--- config.mk ---
export PLATFORM = sky130hd
export DESIGN_NAME = hs_startup_seq
export DESIGN_NICKNAME = d
export VERILOG_FILES = /design/src/hw/hs_seq_pkg.sv /design/src/hw/hs_startup_seq.sv
export SDC_FILE = /design/constraint.sdc
export NUM_CORES = 1
export LEC_CHECK = 0
export ABC_AREA = 0
export BUFFER_PORTS_ARGS = -buffer_cell sky130_fd_sc_hd__buf_4
export CAP_MARGIN = 20
export CORE_MARGIN = 2
export CORE_UTILIZATION = 40
export CTS_BUF_LIST = sky130_fd_sc_hd__clkbuf_4 sky130_fd_sc_hd__clkbuf_8
export DETAILED_ROUTE_END_ITERATION = 10
export GPL_TIMING_DRIVEN = 0
export PLACE_DENSITY = 0.7
export SYNTH_ARGS = -nofsm -noshare
export SYNTH_HDL_FRONTEND = slang
export SYNTH_SLANG_ARGS = --single-unit
--- constraint.sdc ---
create_clock -name I_CLK -period 9.17 [get_ports I_CLK]
set_input_delay 0.917 -clock I_CLK [delete_from_list [all_inputs] [get_ports I_CLK]]
set_output_delay 0.917 -clock I_CLK [all_outputs]
set_load 0.05 [all_outputs]
--- src/hw/hs_seq_pkg.sv ---
// Constants and types shared by the hot-swap start-up sequencer.
package hs_seq_pkg;
  // Register codes of the management command port.
  localparam logic [7:0] ADDR_OPERATION   = 8'h01;
  localparam logic [7:0] ADDR_REF_LEVEL   = 8'hC5;
  localparam logic [7:0] ADDR_INIT_DELAY  = 8'hD0;
  localparam logic [7:0] ADDR_ADV_CTRL    = 8'hF1;
  // Reset values and the on-command code.
  localparam logic [7:0]  OPERATION_RST   = 8'h80;
  localparam logic [7:0]  OPERATION_ON    = 8'h80;
  localparam logic [7:0]  REF_LEVEL_RST   = 8'h00;
  localparam logic [7:0]  INIT_DELAY_RST  = 8'h00;
  localparam logic [15:0] ADV_CTRL_RST    = 16'h0000;
  // Field positions.
  localparam int ADV_LPM_BIT    = 12;
  localparam int ADV_RELOAD_BIT = 13;
  localparam int REF_SC_LSB     = 0;
  localparam int REF_WARN_LSB   = 4;
  localparam int REF_FIELD_W    = 4;
  // Timing: one init-delay step and the insertion delay; counter width and image word count.
  localparam int CLK_PERIOD_NS    = 10;
  localparam int INIT_STEP_US     = 1;
  localparam int INIT_STEP_CYC    = (INIT_STEP_US * 1000 + CLK_PERIOD_NS - 1) / CLK_PERIOD_NS;
  localparam int INSERT_DELAY_US  = 20;
  localparam int INSERT_DELAY_CYC =
    (INSERT_DELAY_US * 1000 + CLK_PERIOD_NS - 1) / CLK_PERIOD_NS;
  localparam int CNT_W = 24;
  localparam int NVM_WORDS = 4;

  typedef enum logic [3:0] {
    ST_RESET, ST_COPY, ST_INIT, ST_IDLE, ST_LOW_POWER, ST_TON, ST_INSERT, ST_SOFT, ST_RUN
  } seq_state_t;
endpackage

--- src/hw/hs_startup_seq.sv ---
// Start-up sequencer of the hot-swap device with its management registers.
//
// Functional notes
// - Internal 3.3V rail follows input threshold only.
// - Regular mode keeps bus and control alive.
// - Low-power bit plus enable low sleeps.
// - Enable gates the on output.
// - Slaves follow on output; device sets sequence.
// - Fault-ok high once rail is good.
// - Copy nvm image, then init delay.
// - Init delay starts converters, on held low.
// - Drive limit references after init delay.
// - Bus silent until address sampled.
// - Low-power state entered after init delay.
// - Enable rise with on command starts wait.
// - No turn-on wait without on command.
// - Wait expiry raises on, starts insertion.
// - Insertion end starts gate and soft start.
// - Soft start over threshold selects warn level.
// - Power good only in good function.
// - Reload bit picks copy or immediate wait.
`timescale 1ns/100ps
module hs_startup_seq (
  // Clock and reset
  input  wire logic        I_CLK,
  input  wire logic        I_RST_N,
  // Supplies and straps
  input  wire logic        I_VIN_OK,
  input  wire logic        I_RAIL_OK,
  input  wire logic        I_EN,
  input  wire logic [6:0]  I_ADDR_SAMPLE,
  input  wire logic        I_ADDR_VALID,
  // Analog status, pin-function select and turn-on wait
  input  wire logic        I_SS_ABOVE_TH,
  input  wire logic        I_VOUT_PG,
  input  wire logic        I_PG_SELECT,
  input  wire logic [23:0] I_TON_WAIT_CYC,
  // Nonvolatile image read port
  output logic [1:0]       O_NVM_ADDR,
  input  wire logic [15:0] I_NVM_DATA,
  // Management register port
  input  wire logic        I_REG_WR,
  input  wire logic        I_REG_RD,
  input  wire logic [7:0]  I_REG_ADDR,
  input  wire logic [15:0] I_REG_WDATA,
  output logic [15:0]      O_REG_RDATA,
  output logic             O_REG_ACK,
  output logic [6:0]       O_BUS_ADDR,
  output logic             O_BUS_LIVE,
  // Power stage and pins
  output logic             O_RAIL_EN,
  output logic             O_ADC_EN,
  output logic             O_CTRL_EN,
  output logic             O_ON,
  output logic             O_GATE_CHARGE,
  output logic             O_SS_EN,
  output logic             O_REF_EN,
  output logic [3:0]       O_CURRENT_LIMIT_REF,
  output logic [3:0]       O_COMBINED_LIMIT_REF,
  output logic             O_FAULT_OK,
  output logic             O_POWER_GOOD,
  output logic             O_LOW_POWER
);

  typedef struct packed {
    hs_seq_pkg::seq_state_t st;
    logic [23:0] cnt;
    logic [1:0]  nvm_idx;
    logic [7:0]  operation;
    logic [7:0]  ref_level;
    logic [7:0]  init_delay;
    logic [15:0] adv_ctrl;
    logic        en_d;
    logic        addr_ok;
    logic [6:0]  bus_addr;
    logic        warn_sel;
    logic        refs_on;
    logic [15:0] rdata;
    logic        ack;
    logic        pg;
  } state_t;

  state_t s_r;
  state_t s_nxt;

  // Writes one register word into the state copy; used by the bus and the image load.
  function automatic state_t reg_write(state_t s, logic [7:0] a, logic [15:0] d);
    state_t t;
    t = s;
    unique case (a)
      hs_seq_pkg::ADDR_OPERATION:  t.operation  = d[7:0];
      hs_seq_pkg::ADDR_REF_LEVEL:  t.ref_level  = d[7:0];
      hs_seq_pkg::ADDR_INIT_DELAY: t.init_delay = d[7:0];
      hs_seq_pkg::ADDR_ADV_CTRL:   t.adv_ctrl   = d;
      default: t = s;
    endcase
    return t;
  endfunction

  function automatic logic [7:0] nvm_target(logic [1:0] i);
    logic [7:0] a;
    a = hs_seq_pkg::ADDR_OPERATION;
    unique case (i)
      2'h0: a = hs_seq_pkg::ADDR_OPERATION;
      2'h1: a = hs_seq_pkg::ADDR_REF_LEVEL;
      2'h2: a = hs_seq_pkg::ADDR_INIT_DELAY;
      2'h3: a = hs_seq_pkg::ADDR_ADV_CTRL;
    endcase
    return a;
  endfunction

  logic en_rise;
  logic on_cmd;
  logic lpm_cfg;
  logic [23:0] init_cyc;

  always_comb begin
    en_rise  = I_EN && !s_r.en_d;
    on_cmd   = (s_r.operation == hs_seq_pkg::OPERATION_ON);
    lpm_cfg  = s_r.adv_ctrl[hs_seq_pkg::ADV_LPM_BIT];
    init_cyc = 24'(s_r.init_delay) * 24'(hs_seq_pkg::INIT_STEP_CYC);
    s_nxt = s_r;
    s_nxt.en_d = I_EN;
    s_nxt.ack = 1'b0;
    s_nxt.cnt = s_r.cnt + 24'h000001;

    // Bus is refused until the address is sampled.
    if (!s_r.addr_ok && I_ADDR_VALID && s_r.refs_on) begin
      s_nxt.addr_ok  = 1'b1;
      s_nxt.bus_addr = I_ADDR_SAMPLE;
    end
    // Register access stays live in every mode, low power included.
    if (s_r.addr_ok && (I_REG_WR || I_REG_RD)) begin
      s_nxt.ack = 1'b1;
      if (I_REG_WR) begin
        s_nxt = reg_write(s_nxt, I_REG_ADDR, I_REG_WDATA);
      end
      unique case (I_REG_ADDR)
        hs_seq_pkg::ADDR_OPERATION:  s_nxt.rdata = {8'h00, s_r.operation};
        hs_seq_pkg::ADDR_REF_LEVEL:  s_nxt.rdata = {8'h00, s_r.ref_level};
        hs_seq_pkg::ADDR_INIT_DELAY: s_nxt.rdata = {8'h00, s_r.init_delay};
        hs_seq_pkg::ADDR_ADV_CTRL:   s_nxt.rdata = s_r.adv_ctrl;
        default:                     s_nxt.rdata = 16'h0000;
      endcase
    end

    unique case (s_r.st)
      hs_seq_pkg::ST_RESET: begin
        if (I_RAIL_OK) begin
          s_nxt.st = hs_seq_pkg::ST_COPY;
          s_nxt.nvm_idx = 2'h0;
        end
      end
      hs_seq_pkg::ST_COPY: begin
        s_nxt = reg_write(s_nxt, nvm_target(s_r.nvm_idx), I_NVM_DATA);
        s_nxt.nvm_idx = s_r.nvm_idx + 2'h1;
        s_nxt.cnt = 24'h000000;
        if (s_r.nvm_idx == 2'(hs_seq_pkg::NVM_WORDS - 1)) begin
          s_nxt.st = hs_seq_pkg::ST_INIT;
        end
      end
      hs_seq_pkg::ST_INIT: begin
        if (s_r.cnt >= init_cyc) begin
          s_nxt.refs_on = 1'b1;
          s_nxt.warn_sel = 1'b0;
          s_nxt.st = (lpm_cfg && !I_EN) ? hs_seq_pkg::ST_LOW_POWER : hs_seq_pkg::ST_IDLE;
        end
      end
      hs_seq_pkg::ST_IDLE: begin
        s_nxt.cnt = 24'h000000;
        if (en_rise && on_cmd) begin
          s_nxt.st = hs_seq_pkg::ST_TON;
        end else if (lpm_cfg && !I_EN) begin
          s_nxt.st = hs_seq_pkg::ST_LOW_POWER;
        end
      end
      hs_seq_pkg::ST_LOW_POWER: begin
        s_nxt.cnt = 24'h000000;
        s_nxt.nvm_idx = 2'h0;
        if (en_rise) begin
          if (s_r.adv_ctrl[hs_seq_pkg::ADV_RELOAD_BIT]) begin
            s_nxt.st = hs_seq_pkg::ST_COPY;
          end else if (on_cmd) begin
            s_nxt.st = hs_seq_pkg::ST_TON;
          end else begin
            s_nxt.st = hs_seq_pkg::ST_IDLE;
          end
        end
      end
      hs_seq_pkg::ST_TON: begin
        if (!I_EN || !on_cmd) begin
          s_nxt.st = hs_seq_pkg::ST_IDLE;
        end else if (s_r.cnt + 24'h000001 >= I_TON_WAIT_CYC) begin
          s_nxt.st = hs_seq_pkg::ST_INSERT;
          s_nxt.cnt = 24'h000000;
        end
      end
      hs_seq_pkg::ST_INSERT: begin
        if (!I_EN || !on_cmd) begin
          s_nxt.st = hs_seq_pkg::ST_IDLE;
        end else if (s_r.cnt + 24'h000001 >= 24'(hs_seq_pkg::INSERT_DELAY_CYC)) begin
          s_nxt.st = hs_seq_pkg::ST_SOFT;
        end
      end
      hs_seq_pkg::ST_SOFT, hs_seq_pkg::ST_RUN: begin
        if (!I_EN || !on_cmd) begin
          s_nxt.st = hs_seq_pkg::ST_IDLE;
          s_nxt.warn_sel = 1'b0;
        end else if (I_SS_ABOVE_TH) begin
          s_nxt.warn_sel = 1'b1;
          s_nxt.st = hs_seq_pkg::ST_RUN;
        end
      end
    endcase
    // Power good only when the shared pin serves that function.
    s_nxt.pg = (s_nxt.st == hs_seq_pkg::ST_RUN || s_nxt.st == hs_seq_pkg::ST_SOFT)
               && I_VOUT_PG && I_PG_SELECT;
  end

  always_ff @(posedge I_CLK or negedge I_RST_N) begin
    if (!I_RST_N) begin
      s_r <= '{st: hs_seq_pkg::ST_RESET, cnt: 24'h000000, nvm_idx: 2'h0,
               operation: hs_seq_pkg::OPERATION_RST, ref_level: hs_seq_pkg::REF_LEVEL_RST,
               init_delay: hs_seq_pkg::INIT_DELAY_RST, adv_ctrl: hs_seq_pkg::ADV_CTRL_RST,
               en_d: 1'b0, addr_ok: 1'b0, bus_addr: 7'h00, warn_sel: 1'b0,
               refs_on: 1'b0, rdata: 16'h0000, ack: 1'b0, pg: 1'b0};
    end else begin
      s_r <= s_nxt;
    end
  end

  logic on_state;
  always_comb begin
    on_state = (s_r.st == hs_seq_pkg::ST_INSERT) || (s_r.st == hs_seq_pkg::ST_SOFT)
               || (s_r.st == hs_seq_pkg::ST_RUN);
    O_RAIL_EN     = I_VIN_OK;
    O_FAULT_OK    = I_RAIL_OK;
    O_ON          = on_state && I_EN;
    O_GATE_CHARGE = O_ON && (s_r.st != hs_seq_pkg::ST_INSERT);
    O_SS_EN       = O_GATE_CHARGE;
    O_ADC_EN      = (s_r.st != hs_seq_pkg::ST_RESET) && (s_r.st != hs_seq_pkg::ST_COPY)
                    && (s_r.st != hs_seq_pkg::ST_LOW_POWER);
    O_CTRL_EN     = (s_r.st != hs_seq_pkg::ST_LOW_POWER);
    O_LOW_POWER   = (s_r.st == hs_seq_pkg::ST_LOW_POWER);
    O_REF_EN      = s_r.refs_on;
    O_CURRENT_LIMIT_REF = s_r.refs_on ?
      s_r.ref_level[hs_seq_pkg::REF_SC_LSB +: hs_seq_pkg::REF_FIELD_W] : 4'h0;
    O_COMBINED_LIMIT_REF = !s_r.refs_on ? 4'h0 : s_r.warn_sel ?
      s_r.ref_level[hs_seq_pkg::REF_WARN_LSB +: hs_seq_pkg::REF_FIELD_W] :
      s_r.ref_level[hs_seq_pkg::REF_SC_LSB +: hs_seq_pkg::REF_FIELD_W];
    O_POWER_GOOD  = s_r.pg;
    O_REG_RDATA   = s_r.rdata;
    O_REG_ACK     = s_r.ack;
    O_BUS_ADDR    = s_r.bus_addr;
    O_BUS_LIVE    = s_r.addr_ok;
    O_NVM_ADDR    = s_r.nvm_idx;
  end

endmodule

==> flow_summary_export.csv <==
group,metric,value,unit
placement,placed_cell_area,0.00838,mm2
cts,cts_hold_buffers,0,
outcome,outcome,"complete, no violations",
timing,rsz0062_at_grt,"false",
synth,async_flop_share,100,%
placement,gp_routability_congestion,0.886,
finish,final_nets,1071,
cts,clk_latency,0.39,ns
cts,cts_tree,"yes",
route,first_pass_iters,5,
synth,synth_cell_type_count,69,
pwr,power_density,92.5,mW/mm2
placement,dp.cells,1128,
global_route,grt_pass1_vias,5629,
synth,synth-seq-cells,99,
setup_path,crit_path_top_delay_cell,"a2111oi_2",
synth,netlist.area_leader.share,34.3,%
synth,ys_warn_count,0,
min_path,hp-class,"flip-flop to flip-flop",
run,drv_cap,0,
timing,hold_viol_final,0,
timing,fin_crit,5.15,ns
global_route,grtUsageTotal,19.3,%
placement,dp_slack,3.97,ns
timing,setup_viol_count_final,0,
route,drtIter0Drc,420,
global_route,grt_overflow,0,
global_route,antenna_found_initial,0,
die,rows,48,
synth,synth_compound_area_share,13.4,%
finish,multi_input_area,0.00409,mm2
synth,postSynthAreaPerCell,9.19,um2
finish,fin_cells,1145,
route,dr_total_vias,6050,
route,ant_nets,0,
timing,slew_viol_final,0,
setup_path,cp_top_family,"compound AO/OA/AOI/OAI gates",
synth,synth_top_family_by_area,"simple AND/OR/NAND/NOR gates",
setup_path,worst_path_largest_cell_delay,0.50,ns
cts,cts-root-buf,"clkbuf_8",
placement,io_buffer_count,125,
pwr,p_leak,0.00450,uW
finish,final_design_area_no_fill,0.00860,mm2
die,coreArea,0.0174,mm2
cts,post_cts_buffers,0,
route,vias_per_cell,5.28,
setup_path,critPathRequiredTime,9.49,ns
die,initial_core_util,41.2,%
cts,ctsHtreeMaxLevel,3,
die,die-area,0.0189,mm2
pwr,ir_drop,73.0,uV
timing,fin_setup_tns,0,ns
cts,cts_max_path_buffers,2,
route,wl,17.9,mm
global_route,grt_pass1_wl,28.4,mm
route,drc,0,
setup_path,rrSetupSlack,4.02,ns
synth,synth-simple-area-share,18.8,%
timing,slew_headroom,28.9,%
synth,synth-xor-area-share,3.92,%
setup_path,path_cells,"ha_1 > ha_1 > fa_1 > ha_1 > a21oi_1 > nor2_1 > nor2_1 > o21bai_1 > a21oi_1 > o21bai_1 > a21oi_1 > xor2_1 > ha_1 > and4b_1 > inv_1 > nor2_1 > a221oi_1 > nor2_1 > a2111oi_2 > nand4b_1 > a21oi_1",
synth,ys_top_cells_by_area,"dfrtp_1 34%, ha_1 12%, mux2i_1 6.4%",
synth,yosysSeqAreaShare,34.7,%
route,detail_route.wl_per_cell,15.7,um
cts,clock_sinks,99,
timing,finalCritPeriodShare,56.1,%
finish,nFillCells,1649,
finish,ff_latch_area,0.00248,mm2
synth,synth_mux_area_share,7.71,%
timing,layout_setup_ws,4.02,ns
finish,syn_to_final_growth,20.3,%
synth,synth_edf_count,0,
synth,synthAdderAreaFrac,13.3,%
placement,hpwl,13.7,mm
synth,syn_nets,933,
setup_path,cp.buffers_inverters,1,
setup_path,cp_data_arrival_time,5.46,ns
finish,antenna_cells,0,
synth,netlist_instances,777,
timing,finClkSkew,0.0146,ns
setup_path,criticalPathCategory,"flip-flop to flip-flop",
global_route,grt_max_degree,61,
timing,max_freq,194,MHz
timing,whs,0.475,ns
synth,yosys.area.top_type,"dfrtp_1",
cts,ctsResizeCount,0,
setup_path,cp-start-kind,"flip-flop",
finish,drive_above_1_share,22.3,%
synth,synthFlopType,"dfrtp_1",
setup_path,worst-path-max-fanout,5,
cts,cts.reportedPaths.clkPinSlew,0.10,ns
cts,cts_buffers,9,
synth,syn-cell-area,0.00714,mm2
die,die_w,138,um
die,fp.dieH,138,um
setup_path,critPathCaptureType,"flip-flop",
die,io_pins,127,
timing,tightest_slew,1.06,ns
-- where the power goes --
part           switching, uW  internal [uW]
logic                   26.5           28.6
registers              0.193            436
clock network            165            139
-- cells in the final DEF, fill, tap and decap left out, drive strengths merged, types with 3 or more instances in the layout --
cell | netlist | routed
o31ai | 4 | 4
a21oi | 18 | 18
nor4 | 10 | 10
nand2b | 9 | 9
nor4b | 4 | 4
and3 | 7 | 7
ha | 71 | 71
nand3 | 24 | 24
o21ai | 65 | 65
clkbuf | 19 | 31
nand2 | 83 | 83
dfrtp | 98 | 98
nor2b | 18 | 18
inv | 62 | 63
o21bai | 5 | 5
o211ai | 3 | 3
nor2 | 36 | 36
and2b | 3 | 3
buf | 37 | 163
mux2 | 8 | 8
fa | 3 | 3
a22o | 11 | 11
nor3 | 14 | 14
mux2i | 46 | 46
or3 | 3 | 3
and2 | 13 | 13
a21o | 5 | 5
a221oi | 11 | 11
a211oi | 5 | 5
a211o | 5 | 5
xor2 | 13 | 13
or4b | 3 | 3
nand4 | 17 | 17
xnor2 | 19 | 19
-- cells by family (layout without fill, tap and decap cells) --
| group | count (synthesis) | count (layout) |
|---|---|---|
| DFF | 99 | 99 |
| adders and majority gates | 74 | 74 |
| xor gates and xnor gates | 32 | 32 |
| muxes | 54 | 54 |
| and+or+nand+nor | 254 | 254 |
| buffers and inverters | 118 | 261 |
| AOI/OAI and AO/OA | 146 | 146 |
-- stage by stage --
stage	utilization (%)	power, uW
finish	49.5	795
global route	49.5	827
floorplan	-	457
detailed placement	48.3	501
CTS	49.5	804
global placement	48.2	499
-- worst register-to-register path: stages (launching register included) --
cell	delay, ns
dfrtp_1	0.47
ha_1	0.33
ha_1	0.31
fa_1	0.46
ha_1	0.34
a21oi_1	0.15
nor2_1	0.05
nor2_1	0.16
o21bai_1	0.09
a21oi_1	0.22
o21bai_1	0.09
a21oi_1	0.17
xor2_1	0.18
ha_1	0.26
and4b_1	0.21
inv_1	0.05
nor2_1	0.04
a221oi_1	0.46
nor2_1	0.23
a2111oi_2	0.50
nand4b_1	0.15
a21oi_1	0.14
-- worst paths after layout --
path | startpoint | depth (start not counted) | to
setup reg to reg | s_r[48] | 21 | O_POWER_GOOD
setup / recovery | s_r[48] | 21 | O_POWER_GOOD
max in group asynchronous | I_RST_N | 2 | s_r[81]
min in group asynchronous | I_RST_N | 1 | O_REG_RDATA[2]
hold reg to reg | O_REG_RDATA[8] | 2 | O_REG_RDATA[8]
hold / removal | O_REG_RDATA[8] | 2 | O_REG_RDATA[8]
-- cell usage after synthesis, types with 4 or more instances --
library cell / count
and3_1: 7
nor2_1: 36
o21bai_1: 5
xnor2_1: 19
nand4_1: 16
a22o_1: 11
a21oi_1: 18
mux2_2: 8
a211o_1: 5
buf_4: 30
nand2_1: 83
nor4_1: 8
o31ai_1: 4
nor3_1: 12
and2_1: 13
a21o_1: 5
a221oi_1: 11
ha_1: 71
mux2i_1: 46
o21ai_0: 64
nand2b_1: 9
xor2_1: 13
a211oi_1: 4
nor2b_1: 18
dfrtp_1: 98
clkbuf_1: 18
buf_2: 5
inv_1: 61
nand3_1: 24
-- state kept, by name, summed over array words and instances, names as in the netlist --
register,flops
O_BUS_LIVE,1
O_REG_ACK,1
O_REG_RDATA,16
lpm_cfg,1
O_BUS_ADDR,7
O_NVM_ADDR,2
s_r,69
O_POWER_GOOD,1
O_REF_EN,1
-- final cells by class --
class,count,share of cell area [%]
multi-input cells,560,47.5
inverters,62,2.71
well taps,225,3.28
repair buffers,127,11.2
clock inverters,5,0.728
flip-flops and latches,99,28.8
plain buffers,56,4.03
clock buffers,11,1.69
-- per-layer routing --
metal | up-vias | track usage (%) | share of wire (%)
met3 | 21 | 3.13 | 5.5
met4 | 0 | 5.73 | 1.5
met5 | - | 0 | 0
met1 | 2856 | 27.3 | 47
met2 | 188 | 30.2 | 46
li1 | 2985 | - | -
(Power assumes the default switching activity.)
